==> config.mk <==
export PLATFORM = sky130hd
export DESIGN_NAME = timing_now
export DESIGN_NICKNAME = d
export VERILOG_FILES = /design/src/timing_now_pkg.sv /design/src/timing_now.sv
export SDC_FILE = /design/constraint.sdc
export NUM_CORES = 1
export LEC_CHECK = 0
export ABC_AREA = 1
export BUFFER_PORTS_ARGS = -buffer_cell sky130_fd_sc_hd__buf_4
export CAP_MARGIN = 20
export CORE_MARGIN = 2
export CORE_UTILIZATION = 40
export CTS_CLUSTER_SIZE = 14
export DETAILED_ROUTE_END_ITERATION = 12
export PLACE_DENSITY_LB_ADDON = 0.2
export SLEW_MARGIN = 5
export SYNTH_ARGS = -nofsm -noshare
export SYNTH_HDL_FRONTEND = slang
export SYNTH_SLANG_ARGS = --single-unit
==> constraint.sdc <==
create_clock -name clk_sys_i -period 6.8 [get_ports clk_sys_i]
set_input_delay 2.04 -clock clk_sys_i [delete_from_list [all_inputs] [get_ports clk_sys_i]]
set_output_delay 2.04 -clock clk_sys_i [all_outputs]
set_load 0.02 [all_outputs]
==> src/timing_now_pkg.sv <==
// What this block does
// - Values readable always, software writes ignored, updated only in setup/power-saving/halted.
// - Power-down entry blocks later rank commands for the 8-bit entry delay.
// - Power-down exit applies non-DLL delay, and DLL delay from bits 23:16.
// - Self-refresh entry blocks later rank commands for the 8-bit entry delay.
// - Self-refresh exit applies 10-bit non-DLL delay and 11-bit DLL delay.
// - Clock stop waits the 5-bit delay after entry before disabling the clock.
// - Clock restart waits the 5-bit delay after enabling before leaving self-refresh.
// - Deep power-down exit delay is a 12-bit field in bits 11:0.
// - After deep power-down exit, rank commands wait the programmed exit delay.
// - Command-address latency, bits 11:8, is accounted for in read-enable and read-valid deadline timing.
// - Command/address bus driven the programmed clocks after chip select.
// - Command complete the programmed cycles after its chip select.
// - Parity input driven the programmed clocks after chip select.
// - ZQ short calibration blocks dependent commands for the 10-bit delay.
// - Read enable asserted the programmed time after a read starts.
// - Read-data chip select asserted the 5-bit latency after read chip select.
// - Read-enable alignment field is stored only, no effect on behaviour.
// - Read-data valid is expected no later than the maximum after read enable.
// - Maximum PHY read latency is a 6-bit field in bits 5:0.
package timing_now_pkg;
  localparam logic [15:0] OFS_XMPD    = 16'h1254;
  localparam logic [15:0] OFS_EP      = 16'h1258;
  localparam logic [15:0] OFS_XP      = 16'h125C;
  localparam logic [15:0] OFS_ESR     = 16'h1260;
  localparam logic [15:0] OFS_XSR     = 16'h1264;
  localparam logic [15:0] OFS_ESRCK   = 16'h1268;
  localparam logic [15:0] OFS_CKXSR   = 16'h126C;
  localparam logic [15:0] OFS_CMD     = 16'h1270;
  localparam logic [15:0] OFS_PARITY  = 16'h1274;
  localparam logic [15:0] OFS_ZQCS    = 16'h1278;
  localparam logic [15:0] OFS_RDEN    = 16'h1300;
  localparam logic [15:0] OFS_PHYRD   = 16'h1304;

  localparam logic [31:0] RST_XMPD    = 32'h000003FF;
  localparam logic [31:0] RST_EP      = 32'h00000002;
  localparam logic [31:0] RST_XP      = 32'h00060002;
  localparam logic [31:0] RST_ESR     = 32'h0000000E;
  localparam logic [31:0] RST_XSR     = 32'h05120100;
  localparam logic [31:0] RST_ESRCK   = 32'h00000005;
  localparam logic [31:0] RST_CKXSR   = 32'h00000001;
  localparam logic [31:0] RST_CMD     = 32'h00000000;
  localparam logic [31:0] RST_PARITY  = 32'h00000900;
  localparam logic [31:0] RST_ZQCS    = 32'h00000040;
  localparam logic [31:0] RST_RDEN    = 32'h00000001;
  localparam logic [31:0] RST_PHYRD   = 32'h00000000;

  // Upper and middle field lsbs in split registers
  localparam int HI_LSB  = 16;
  localparam int MID_LSB = 8;

  typedef enum logic [2:0] {
    ST_RESET     = 3'b000,
    ST_CONFIG    = 3'b001,
    ST_READY     = 3'b010,
    ST_LOW_POWER = 3'b011,
    halted_state = 3'b100
  } ctrl_state_t;

  typedef enum logic [2:0] {
    EV_PD_ENTRY  = 3'b000,
    EV_PD_EXIT   = 3'b001,
    EV_SR_ENTRY  = 3'b010,
    EV_SR_EXIT   = 3'b011,
    EV_MPD_EXIT  = 3'b100,
    EV_ZQ_SHORT  = 3'b101,
    EV_CLK_STOP  = 3'b110,
    EV_CLK_START = 3'b111
  } timing_event_t;

  typedef struct packed {
    logic [11:0] mpd_exit;
    logic [7:0]  pd_entry_cycles;
    logic [7:0]  pd_exit_nodll_cycles;
    logic [7:0]  pd_exit_dll;
    logic [7:0]  sr_entry;
    logic [9:0]  sr_exit_nodll;
    logic [10:0] sr_exit_dll;
    logic [4:0]  clk_stop;
    logic [4:0]  clk_restart;
    logic [3:0]  ca_lat;
    logic [3:0]  cmd_lat;
    logic [5:0]  completion;
    logic [1:0]  parity_lat;
    logic [9:0]  zq_short;
    logic [5:0]  rd_en_lat;
    logic [5:0]  rd_en_diff;
    logic [4:0]  rd_cs_lat;
    logic [5:0]  phy_rd_lat_max;
  } timing_t;

  typedef struct packed {
    logic        psel;
    logic        penable;
    logic        pwrite;
    logic [31:0] paddr;
    logic [31:0] pwdata;
  } apb_req_t;
endpackage : timing_now_pkg

==> src/timing_now.sv <==
// Design decision made here: the APB slave port.
`timescale 1ns/1ps
`default_nettype none
module timing_now
  import timing_now_pkg::*;
#(
  parameter int N_RANKS    = 4,
  parameter int HIST_DEPTH = 128
)(
  input  wire logic                 clk_sys_i,
  input  wire logic                 srst_i,
  input  wire apb_req_t             apb_i,
  output logic [31:0]               prdata_o,
  output logic                      pready_o,
  output logic                      pslverr_o,
  input  wire ctrl_state_t          ctrl_state_i,
  input  wire logic                 upd_valid_i,
  input  wire logic [15:0]          upd_addr_i,
  input  wire logic [31:0]          upd_data_i,
  input  wire logic                 evt_valid_i,
  input  wire timing_event_t        evt_kind_i,
  input  wire logic [$clog2(N_RANKS > 1 ? N_RANKS : 2)-1:0] evt_rank_i,
  input  wire logic                 cs_valid_i,
  input  wire logic                 cs_read_i,
  output logic [N_RANKS-1:0]        rank_nodll_ready_o,
  output logic [N_RANKS-1:0]        rank_dll_ready_o,
  output logic [N_RANKS-1:0]        rank_clk_ready_o,
  output logic                      cmd_drive_o,
  output logic                      parity_drive_o,
  output logic                      cmd_done_o,
  output logic                      rd_en_o,
  output logic                      rd_cs_o,
  output logic                      rd_valid_deadline_o,
  output timing_t                   active_o
);
  localparam int RW = (N_RANKS > 1) ? $clog2(N_RANKS) : 1;
  // Largest supported field values that feed a history tap
  localparam int RD_EN_MAX  = 40;
  localparam int CA_LAT_MAX = 10;
  localparam int PHY_RD_MAX = 62;
  // Longest tap: read enable plus address latency plus read latency
  localparam int MAX_TAP    = RD_EN_MAX + CA_LAT_MAX + PHY_RD_MAX;

  if (N_RANKS < 1)
  begin : g_bad_ranks
    $error("timing_now: N_RANKS must be at least 1");
  end

  // A shorter history cannot serve the longest supported read delay
  if (HIST_DEPTH < MAX_TAP)
  begin : g_bad_depth
    $error("timing_now: HIST_DEPTH must cover the longest read tap");
  end

  timing_t     act_reg;
  logic [31:0] prdata_reg;
  logic        pslverr_reg;
  logic        rd_hit;
  logic [31:0] rd_word;

  function automatic logic [31:0] reg_word(input timing_t t, input logic [15:0] a);
    logic [31:0] w;
    w = 32'h00000000;
    if (a == OFS_XMPD)
      w[11:0] = t.mpd_exit;
    else if (a == OFS_EP)
      w[7:0] = t.pd_entry_cycles;
    else if (a == OFS_XP)
    begin
      w[7:0] = t.pd_exit_nodll_cycles;
      w[HI_LSB +: 8] = t.pd_exit_dll;
    end
    else if (a == OFS_ESR)
      w[7:0] = t.sr_entry;
    else if (a == OFS_XSR)
    begin
      w[9:0] = t.sr_exit_nodll;
      w[HI_LSB +: 11] = t.sr_exit_dll;
    end
    else if (a == OFS_ESRCK)
      w[4:0] = t.clk_stop;
    else if (a == OFS_CKXSR)
      w[4:0] = t.clk_restart;
    else if (a == OFS_CMD)
    begin
      w[3:0] = t.cmd_lat;
      w[MID_LSB +: 4] = t.ca_lat;
    end
    else if (a == OFS_PARITY)
    begin
      w[1:0] = t.parity_lat;
      w[MID_LSB +: 6] = t.completion;
    end
    else if (a == OFS_ZQCS)
      w[9:0] = t.zq_short;
    else if (a == OFS_RDEN)
    begin
      w[5:0] = t.rd_en_lat;
      w[MID_LSB +: 6] = t.rd_en_diff;
      w[HI_LSB +: 5] = t.rd_cs_lat;
    end
    else if (a == OFS_PHYRD)
      w[5:0] = t.phy_rd_lat_max;
    return w;
  endfunction : reg_word

  function automatic logic is_mapped(input logic [15:0] a);
    return (a == OFS_XMPD) || (a == OFS_EP) || (a == OFS_XP) || (a == OFS_ESR) ||
           (a == OFS_XSR) || (a == OFS_ESRCK) || (a == OFS_CKXSR) || (a == OFS_CMD) ||
           (a == OFS_PARITY) || (a == OFS_ZQCS) || (a == OFS_RDEN) || (a == OFS_PHYRD);
  endfunction : is_mapped

  function automatic timing_t load_word(input timing_t t, input logic [15:0] a,
                                        input logic [31:0] d);
    timing_t n;
    n = t;
    if (a == OFS_XMPD)
      n.mpd_exit = d[11:0];
    else if (a == OFS_EP)
      n.pd_entry_cycles = d[7:0];
    else if (a == OFS_XP)
    begin
      n.pd_exit_nodll_cycles = d[7:0];
      n.pd_exit_dll = d[HI_LSB +: 8];
    end
    else if (a == OFS_ESR)
      n.sr_entry = d[7:0];
    else if (a == OFS_XSR)
    begin
      n.sr_exit_nodll = d[9:0];
      n.sr_exit_dll = d[HI_LSB +: 11];
    end
    else if (a == OFS_ESRCK)
      n.clk_stop = d[4:0];
    else if (a == OFS_CKXSR)
      n.clk_restart = d[4:0];
    else if (a == OFS_CMD)
    begin
      n.cmd_lat = d[3:0];
      n.ca_lat = d[MID_LSB +: 4];
    end
    else if (a == OFS_PARITY)
    begin
      n.parity_lat = d[1:0];
      n.completion = d[MID_LSB +: 6];
    end
    else if (a == OFS_ZQCS)
      n.zq_short = d[9:0];
    else if (a == OFS_RDEN)
    begin
      n.rd_en_lat = d[5:0];
      n.rd_en_diff = d[MID_LSB +: 6];
      n.rd_cs_lat = d[HI_LSB +: 5];
    end
    else if (a == OFS_PHYRD)
      n.phy_rd_lat_max = d[5:0];
    return n;
  endfunction : load_word

  function automatic timing_t reset_set();
    timing_t n;
    n = '0;
    n = load_word(n, OFS_XMPD, RST_XMPD);
    n = load_word(n, OFS_EP, RST_EP);
    n = load_word(n, OFS_XP, RST_XP);
    n = load_word(n, OFS_ESR, RST_ESR);
    n = load_word(n, OFS_XSR, RST_XSR);
    n = load_word(n, OFS_ESRCK, RST_ESRCK);
    n = load_word(n, OFS_CKXSR, RST_CKXSR);
    n = load_word(n, OFS_CMD, RST_CMD);
    n = load_word(n, OFS_PARITY, RST_PARITY);
    n = load_word(n, OFS_ZQCS, RST_ZQCS);
    n = load_word(n, OFS_RDEN, RST_RDEN);
    n = load_word(n, OFS_PHYRD, RST_PHYRD);
    return n;
  endfunction : reset_set

  localparam timing_t ACT_RESET = reset_set();

  // Active set: only the controller's update path may change it
  always_ff @(posedge clk_sys_i)
  begin
    if (srst_i)
      act_reg <= ACT_RESET;
    else if (upd_valid_i && (ctrl_state_i == ST_CONFIG || ctrl_state_i == ST_LOW_POWER ||
                             ctrl_state_i == halted_state))
      act_reg <= load_word(act_reg, upd_addr_i, upd_data_i);
  end

  assign active_o = act_reg;

  // APB: data latched in setup so the access phase needs no wait state
  assign rd_hit  = is_mapped(apb_i.paddr[15:0]) && (apb_i.paddr[31:16] == 16'h0000);
  assign rd_word = reg_word(act_reg, apb_i.paddr[15:0]);

  always_ff @(posedge clk_sys_i)
  begin
    if (srst_i)
    begin
      prdata_reg  <= 32'h00000000;
      pslverr_reg <= 1'b0;
    end
    else if (apb_i.psel && !apb_i.penable)
    begin
      // Writes to mapped addresses complete cleanly but store nothing
      prdata_reg  <= (rd_hit && !apb_i.pwrite) ? rd_word : 32'h00000000;
      pslverr_reg <= !rd_hit;
    end
  end

  assign pready_o  = 1'b1;
  assign prdata_o  = prdata_reg;
  assign pslverr_o = pslverr_reg && apb_i.psel && apb_i.penable;

  // Per-rank timers; a new trigger never shortens a running non-DLL or DLL wait, but reloads the clock wait
  function automatic logic [11:0] max12(input logic [11:0] a, input logic [11:0] b);
    return (a > b) ? a : b;
  endfunction : max12

  for (genvar r = 0; r < N_RANKS; r++)
  begin : g_rank
    logic [11:0] nodll_reg;
    logic [11:0] dll_reg;
    logic [4:0]  clk_reg;
    logic [11:0] nodll_ld;
    logic [11:0] dll_ld;
    logic        hit;
    logic [11:0] nodll_dec;
    logic [11:0] dll_dec;

    assign hit = evt_valid_i && (evt_rank_i == RW'(r));

    always_comb
    begin
      nodll_ld = 12'h000;
      dll_ld   = 12'h000;
      case (evt_kind_i)
        EV_PD_ENTRY:
        begin
          nodll_ld = {4'h0, act_reg.pd_entry_cycles};
          dll_ld   = {4'h0, act_reg.pd_entry_cycles};
        end
        EV_PD_EXIT:
        begin
          nodll_ld = {4'h0, act_reg.pd_exit_nodll_cycles};
          dll_ld   = {4'h0, act_reg.pd_exit_dll};
        end
        EV_SR_ENTRY:
        begin
          nodll_ld = {4'h0, act_reg.sr_entry};
          dll_ld   = {4'h0, act_reg.sr_entry};
        end
        EV_SR_EXIT:
        begin
          nodll_ld = {2'b00, act_reg.sr_exit_nodll};
          dll_ld   = {1'b0, act_reg.sr_exit_dll};
        end
        EV_MPD_EXIT:
        begin
          nodll_ld = act_reg.mpd_exit;
          dll_ld   = act_reg.mpd_exit;
        end
        EV_ZQ_SHORT:
        begin
          nodll_ld = {2'b00, act_reg.zq_short};
          dll_ld   = {2'b00, act_reg.zq_short};
        end
        default:
        begin
          nodll_ld = 12'h000;
          dll_ld   = 12'h000;
        end
      endcase
    end

    // Count on through a load cycle, so a repeated trigger adds no extra cycle
    assign nodll_dec = (nodll_reg != 12'h000) ? nodll_reg - 12'h001 : 12'h000;
    assign dll_dec   = (dll_reg != 12'h000) ? dll_reg - 12'h001 : 12'h000;

    always_ff @(posedge clk_sys_i)
    begin
      if (srst_i)
        nodll_reg <= 12'h000;
      else if (hit)
        nodll_reg <= max12(nodll_ld, nodll_dec);
      else
        nodll_reg <= nodll_dec;
    end

    always_ff @(posedge clk_sys_i)
    begin
      if (srst_i)
        dll_reg <= 12'h000;
      else if (hit)
        dll_reg <= max12(dll_ld, dll_dec);
      else
        dll_reg <= dll_dec;
    end

    always_ff @(posedge clk_sys_i)
    begin
      if (srst_i)
        clk_reg <= 5'h00;
      else if (hit && evt_kind_i == EV_CLK_STOP)
        clk_reg <= act_reg.clk_stop;
      else if (hit && evt_kind_i == EV_CLK_START)
        clk_reg <= act_reg.clk_restart;
      else if (clk_reg != 5'h00)
        clk_reg <= clk_reg - 5'h01;
    end

    assign rank_nodll_ready_o[r] = (nodll_reg == 12'h000);
    assign rank_dll_ready_o[r]   = (dll_reg == 12'h000) && (nodll_reg == 12'h000);
    assign rank_clk_ready_o[r]   = (clk_reg == 5'h00);
  end

  // Chip-select history: tap d is the chip select d cycles ago.
  // DFI and controller clocks are taken as 1:1.
  logic [HIST_DEPTH-1:0] cs_hist_reg;
  logic [HIST_DEPTH-1:0] rd_hist_reg;
  logic [HIST_DEPTH:0]   cs_tap;
  logic [HIST_DEPTH:0]   rd_tap;
  logic [7:0]            rd_en_dly;
  logic [7:0]            rd_dead_dly;

  always_ff @(posedge clk_sys_i)
  begin
    if (srst_i)
    begin
      cs_hist_reg <= '0;
      rd_hist_reg <= '0;
    end
    else
    begin
      cs_hist_reg <= cs_tap[HIST_DEPTH-1:0];
      rd_hist_reg <= rd_tap[HIST_DEPTH-1:0];
    end
  end

  assign cs_tap = {cs_hist_reg, cs_valid_i};
  assign rd_tap = {rd_hist_reg, cs_valid_i && cs_read_i};

  // Command-address latency pushes read data timing back
  assign rd_en_dly   = 8'(act_reg.rd_en_lat) + 8'(act_reg.ca_lat);
  assign rd_dead_dly = rd_en_dly + 8'(act_reg.phy_rd_lat_max);

  // rd_en_diff is deliberately unused here
  assign cmd_drive_o         = cs_tap[act_reg.cmd_lat];
  assign parity_drive_o      = cs_tap[act_reg.parity_lat];
  assign cmd_done_o          = cs_tap[act_reg.completion];
  // Settings beyond the history give no pulse rather than an unknown one
  assign rd_en_o             = (int'(rd_en_dly) <= HIST_DEPTH) && rd_tap[rd_en_dly];
  assign rd_cs_o             = rd_tap[act_reg.rd_cs_lat];
  assign rd_valid_deadline_o = (int'(rd_dead_dly) <= HIST_DEPTH) && rd_tap[rd_dead_dly];
endmodule : timing_now
`default_nettype wire

==> flow_metrics.tcl, run 1 <==
set metrics [dict create \
    portBuffers 257 \
    fmax_mhz 156 \
    grt_pass1_vias 24498 \
    synth_xor_area_frac 0.0123 \
    ant_nets 0 \
    cts_htree_levels 2 \
    finalCriticalPeriod_ns 6.43 \
    synth_compound_area_frac 0.178 \
    post_cts_buffers 0 \
    ys_ff_latch 457 \
    largest_reg_flops 128 \
    drv_cap 0 \
    via_count 27070 \
    grt_pass1_wl_mm 141 \
    cts_buffers 52 \
    syn_avg_cell_area_sq_um 6.52 \
    tns_ns 0 \
    synth-adder-area-share 0.0543 \
    syn_area_sq_um 27000 \
    ys_async_sr_fraction 0 \
    cts-resized-gates 0 \
    path_delay_family "adder cells" \
    synth-edff-count 0 \
    pin_count 305 \
    status "completed" \
    setup_violations 0 \
    leakage_nw 14.3 \
    muxShareOfSynthArea 0.00246 \
    hold_buffers 0 \
    grt_usage 0.258 \
    instances_no_fill 5251 \
    antenna_found_initial 3 \
    synth-simple-area-share 0.288 \
    place_hpwl_mm 68.1 \
    clk_pin_slew_ns 0.07 \
    cp.required_ns 4.76 \
    routedWlPerCell_um 17.5 \
    crit_path_start_kind "flip-flop" \
    path_buf_inv 4 \
    cts_tree "yes" \
    ys_warn_count 0 \
    netlist_instances 4138 \
    critPathSlowestCell "fa_1" \
    synth_top_family_by_area "simple AND/OR/NAND/NOR gates" \
    ys_seq_area_frac 0.339 \
    cts_root_buf "clkbuf_16" \
    final_common_cell "nor2_1" \
    max_slew.worst_pin.slew_ns 1.13 \
    drv_slew 0 \
    hold_path.class "reg2reg" \
    hold_violations 0 \
    irDropWorstVdd_mv 0.204 \
    powerDensity_nw_per_um2 362 \
    initial_utilization 0.403 \
    die-area_sq_um 69600 \
    cts_num_sinks 457 \
    grt_max_degree 150 \
    fin_crit_sh 0.945 \
    yosys.area.top_type_share 0.339 \
    clock_skew_ns 0.0162 \
    slew_headroom 0.238 \
    synth_top_cell_by_area "dfxtp_1" \
    cp_common_cell "nand2_1" \
    max_stage_delay_ns 0.66 \
    post_drt_via_cell_ratio 5.16 \
    wl_mm 92.0 \
    end_kind "primary output" \
    dp.cells 5153 \
    fp.dieW_um 264 \
    die_y_um 264 \
    drive_above_1_share 0.111 \
    grt_overflow 0 \
    drc 0 \
    crit_chain "ha_1 > inv_1 > fa_1 > fa_1 > clkinvlp_4 > buf_12 > a21oi_1 > o21ai_0 > o21ai_0 > nand2_1 > nand3_1 > nand3_1 > nand2_1 > nand2_1 > o21ai_1 > nand2_1 > nand3b_1 > nand2_1 > buf_4" \
    fin_nets 4580 \
    diodes 0 \
    core_area_sq_um 67000 \
    rsz0062_at_grt "no" \
    gp_congestion 0.940 \
    crit_fanout 23 \
    layout_common_cells "710 x nor2_1, 659 x nand2_1, 652 x inv_1" \
    worstSkewPairLatency_ns 0.63 \
    syn_to_final_growth_pct 16.7 \
    dr.pass1.iters 6 \
    path_class "reg2out" \
    clockBufferDepth 3 \
    arrival_ns 4.39 \
    drt_iter0_drc 2152 \
    yosys_most_used_dff "dfxtp_1" \
    std_cell_rows 95 \
    synth.area.top_cells "dfxtp_1 34%, nor2_1 9.9%, nand2_1 9.2%" \
    yosysUniqueCellTypes 61 \
]
[final timing paths]
check	startpoint	end	slack (ns)	cells after the start
setup reg to reg	g_rank[3].dll_reg[0]	g_rank[3].dll_reg[11]	3.33	18
hold reg to reg	cs_hist_reg[35]	cs_hist_reg[36]	0.41	2
setup / recovery	active_o[17]	rd_valid_deadline_o	0.37	19
hold / removal	cs_hist_reg[35]	cs_hist_reg[36]	0.41	2
[cells in the mapped netlist (12+ instances only)]
| cell type | n |
|---|---|
| a211oi_1 | 70 |
| a21boi_0 | 32 |
| a21oi_1 | 309 |
| a221oi_1 | 15 |
| a31oi_1 | 15 |
| buf_2 | 35 |
| buf_4 | 16 |
| buf_6 | 12 |
| clkbuf_1 | 100 |
| dfxtp_1 | 457 |
| ha_1 | 114 |
| inv_1 | 652 |
| inv_2 | 16 |
| nand2_1 | 659 |
| nand3_1 | 269 |
| nand3_2 | 12 |
| nand4_1 | 59 |
| nor2_1 | 710 |
| nor3_1 | 46 |
| nor4_1 | 16 |
| o211ai_1 | 40 |
| o21ai_0 | 301 |
| xnor2_1 | 16 |
| xor2_1 | 22 |
[area by class of cell]
| type | instances | area, sq um |
|---|---|---|
| fillers | 7004 | 35600 |
| multi-input cells | 2839 | 14500 |
| flip-flops and latches | 457 | 9150 |
| inverters | 677 | 2550 |
| repair buffers | 308 | 2360 |
| clock buffers | 66 | 1440 |
| well taps | 873 | 1090 |
| clock inverters | 31 | 392 |
[report_power, final]
group	total (W)	internal [W]	switching, W
clock	0.00302	0.00177	0.00125
sequential	0.00320	0.00299	0.000209
combinational	0.00516	0.00184	0.00333
total	0.0114	0.00660	0.00478
[worst min-delay path, stage by stage, from the launching register on]
cell and delay, ns:
dfxtp_1 0.31, inv_1 0.04, nor2_1 0.03
[layer usage]
layer | track usage | up-vias | routed length, um
li1 | - | 13769 | -
met1 | 0.343 | 12242 | 40900
met2 | 0.401 | 877 | 39900
met3 | 0.0652 | 178 | 7820
met4 | 0.0984 | 4 | 3410
met5 | 0 | - | 24
[kinds of logic (layout without fill, tap and decap cells)]
family / Yosys count / count (layout)
compound gates: 843 / 843
other cells: 2 / 8
simple gates: 1828 / 1828
buf+inv: 848 / 1082
mux: 6 / 6
fa+ha+maj: 116 / 116
flops: 457 / 457
xor+xnor: 38 / 38
[through the flow]
step	total power [W]	utilization	setup WS (ns)	hold WS, ns	area (sq um)
after CTS	0.0114	0.469	0.210	0.410	31500
final	0.0114	0.470	0.371	0.410	31500
after detailed placement	0.00836	0.442	0.882	0.407	29600
after global placement	0.00829	0.442	0.928	0.404	29600
after global routing	0.0124	0.470	0.0173	0.429	31500
after floorplan	0.00732	-	1.01	0.399	27000
(Power assumes the default switching activity.)
==> inputs of run 2 (changes only) <==
--- a/config.mk
+++ b/config.mk
@@ -8,7 +8,6 @@
 export ABC_AREA = 1
 export BUFFER_PORTS_ARGS = -buffer_cell sky130_fd_sc_hd__buf_4
 export CAP_MARGIN = 20
-export CORE_MARGIN = 2
 export CORE_UTILIZATION = 40
 export CTS_CLUSTER_SIZE = 14
 export DETAILED_ROUTE_END_ITERATION = 12
==> constraint.sdc (replaced) <==
create_clock -name clk_sys_i -period 7.52 [get_ports clk_sys_i]
set_input_delay 2.256 -clock clk_sys_i [delete_from_list [all_inputs] [get_ports clk_sys_i]]
set_output_delay 2.256 -clock clk_sys_i [all_outputs]
set_load 0.02 [all_outputs]
==> flow_metrics.tcl, run 2 (synthesized netlist as in run 1, its figures left out) <==
set metrics [dict create \
    die_y_um 262 \
    portBuffers 257 \
    fin_nets 4568 \
    holdPathStages 2 \
    layout_common_cells "710 x nor2_1, 659 x nand2_1, 652 x inv_1" \
    fp.dieW_um 262 \
    hold_buffers 0 \
    via_count 27198 \
    drv_slew 0 \
    clk_pin_slew_ns 0.07 \
    drive_above_1_share 0.108 \
    tns_ns 0 \
    status "completed" \
    grt_max_degree 99 \
    clockBufferDepth 3 \
    drc 0 \
    cts_htree_levels 2 \
    busiest_layer "met2" \
    holdPathEnd "cs_hist_reg[33]" \
    max_slew.worst_pin.slew_ns 1.10 \
    pin_count 305 \
    leakage_nw 14.3 \
    rrSetupSlack_ns 3.99 \
    cts_buffers 52 \
    cp.required_ns 5.26 \
    place_hpwl_mm 67.9 \
    arrival_ns 4.61 \
    crit_fanout 40 \
    dr.pass1.iters 6 \
    cts_num_sinks 457 \
    end_kind "primary output" \
    finalCriticalPeriod_ns 6.86 \
    powerDensity_nw_per_um2 324 \
    slew_headroom 0.265 \
    final_common_cell "nor2_1" \
    fin_crit_sh 0.913 \
    routedWlPerCell_um 17.7 \
    fmax_mhz 146 \
    antenna_found_initial 5 \
    syn_to_final_growth_pct 16.0 \
    instances_no_fill 5229 \
    gp_congestion 0.932 \
    gr-usage-met1 0.357 \
    cts_tree "yes" \
    r2r_cells 18 \
    std_cell_rows 94 \
    fin_ws_ns 0.657 \
    r2r-end "g_rank[3].dll_reg[9]" \
    initial_utilization 0.408 \
    path_class "reg2out" \
    setup_violations 0 \
    grt_overflow 0 \
    crit_start "active_o[17]" \
    grt_usage 0.262 \
    cts_root_buf "clkbuf_16" \
    worstSkewPairLatency_ns 0.62 \
    fillCellCount 6883 \
    post_cts_buffers 0 \
    irDropWorstVdd_mv 0.216 \
    r2r-start "g_rank[3].dll_reg[0]" \
    hold_violations 0 \
    min-delay-start "cs_hist_reg[32]" \
    hold_path.class "reg2reg" \
    use_met2 0.399 \
    dp_slack_ns 1.34 \
    dp.cells 5132 \
    clock_skew_ns 0.0201 \
    diodes 0 \
    use_met3 0.0578 \
    die-area_sq_um 68500 \
    wl_mm 92.4 \
    core_area_sq_um 66200 \
    largest_reg_flops 128 \
    drv_cap 0 \
    ant_nets 0 \
    grt_pass1_vias 24204 \
    drt_iter0_drc 2561 \
    crit_path_start_kind "flip-flop" \
    rsz0062_at_grt "no" \
    post_drt_via_cell_ratio 5.20 \
    cts-resized-gates 0 \
    grt_pass1_wl_mm 139 \
]
-- run 2: metrics by stage --
stage | cell area [sq um] | total power (W) | util | hold slack, ns
floorplan | 27000 | 0.00662 | - | 0.399
global placement | 29500 | 0.00746 | 0.446 | 0.403
detailed placement | 29500 | 0.00754 | 0.446 | 0.407
CTS | 31300 | 0.0102 | 0.472 | 0.406
global route | 31300 | 0.0110 | 0.473 | 0.431
finish | 31300 | 0.0102 | 0.473 | 0.412
-- run 2: worst max-delay path, stage by stage, from the launching register on --
cell and delay [ns]:
dfxtp_1 0.44, ha_1 0.20, inv_1 0.05, fa_1 0.50, fa_1 0.61, clkinv_1 0.56, buf_12 0.41, a21oi_1 0.13
o21ai_0 0.10, o21ai_0 0.12, nand2_1 0.07, nand3_1 0.10, nand3_1 0.08, nand2_1 0.08, nand2_1 0.05, o21ai_1 0.06
nand2_1 0.06, nand3b_1 0.08, nand2_1 0.09, buf_4 0.17
-- run 2: report_power, final --
part	total (W)	switching [W]	leakage [nW]	internal, W
registers	0.00290	0.000194	3.71	0.00270
clock network	0.00261	0.00112	0.862	0.00149
logic	0.00464	0.00301	9.70	0.00163
total	0.0102	0.00432	14.3	0.00583
-- run 2: worst max-delay path by stage --
stage,to,slack (ns),cells after the start
3_5_place_dp,rd_valid_deadline_o,1.34,19
2_1_floorplan,rd_valid_deadline_o,1.51,16
4_1_cts,rd_valid_deadline_o,0.66,19
5_1_grt,rd_valid_deadline_o,0.34,19
3_3_place_gp,rd_valid_deadline_o,1.34,19
6_report,rd_valid_deadline_o,0.66,19
-- run 2: final cells by class --
class                   count  area (sq um)  area share
multi-input cells        2839         14500       0.463
clock inverters            26           239     0.00763
flip-flops and latches    457          9150       0.292
clock buffers              70          1520      0.0486
repair buffers            296          2270      0.0724
inverters                 677          2550      0.0814
well taps                 864          1080      0.0345
-- run 2: layer usage --
layer | vias up | wire length, um | share of wire
met5 | - | 71 | 0.00077
met1 | 12276 | 40700 | 0.44
met3 | 199 | 8410 | 0.091
met4 | 10 | 3710 | 0.040
li1 | 13764 | - | -
met2 | 949 | 39500 | 0.43
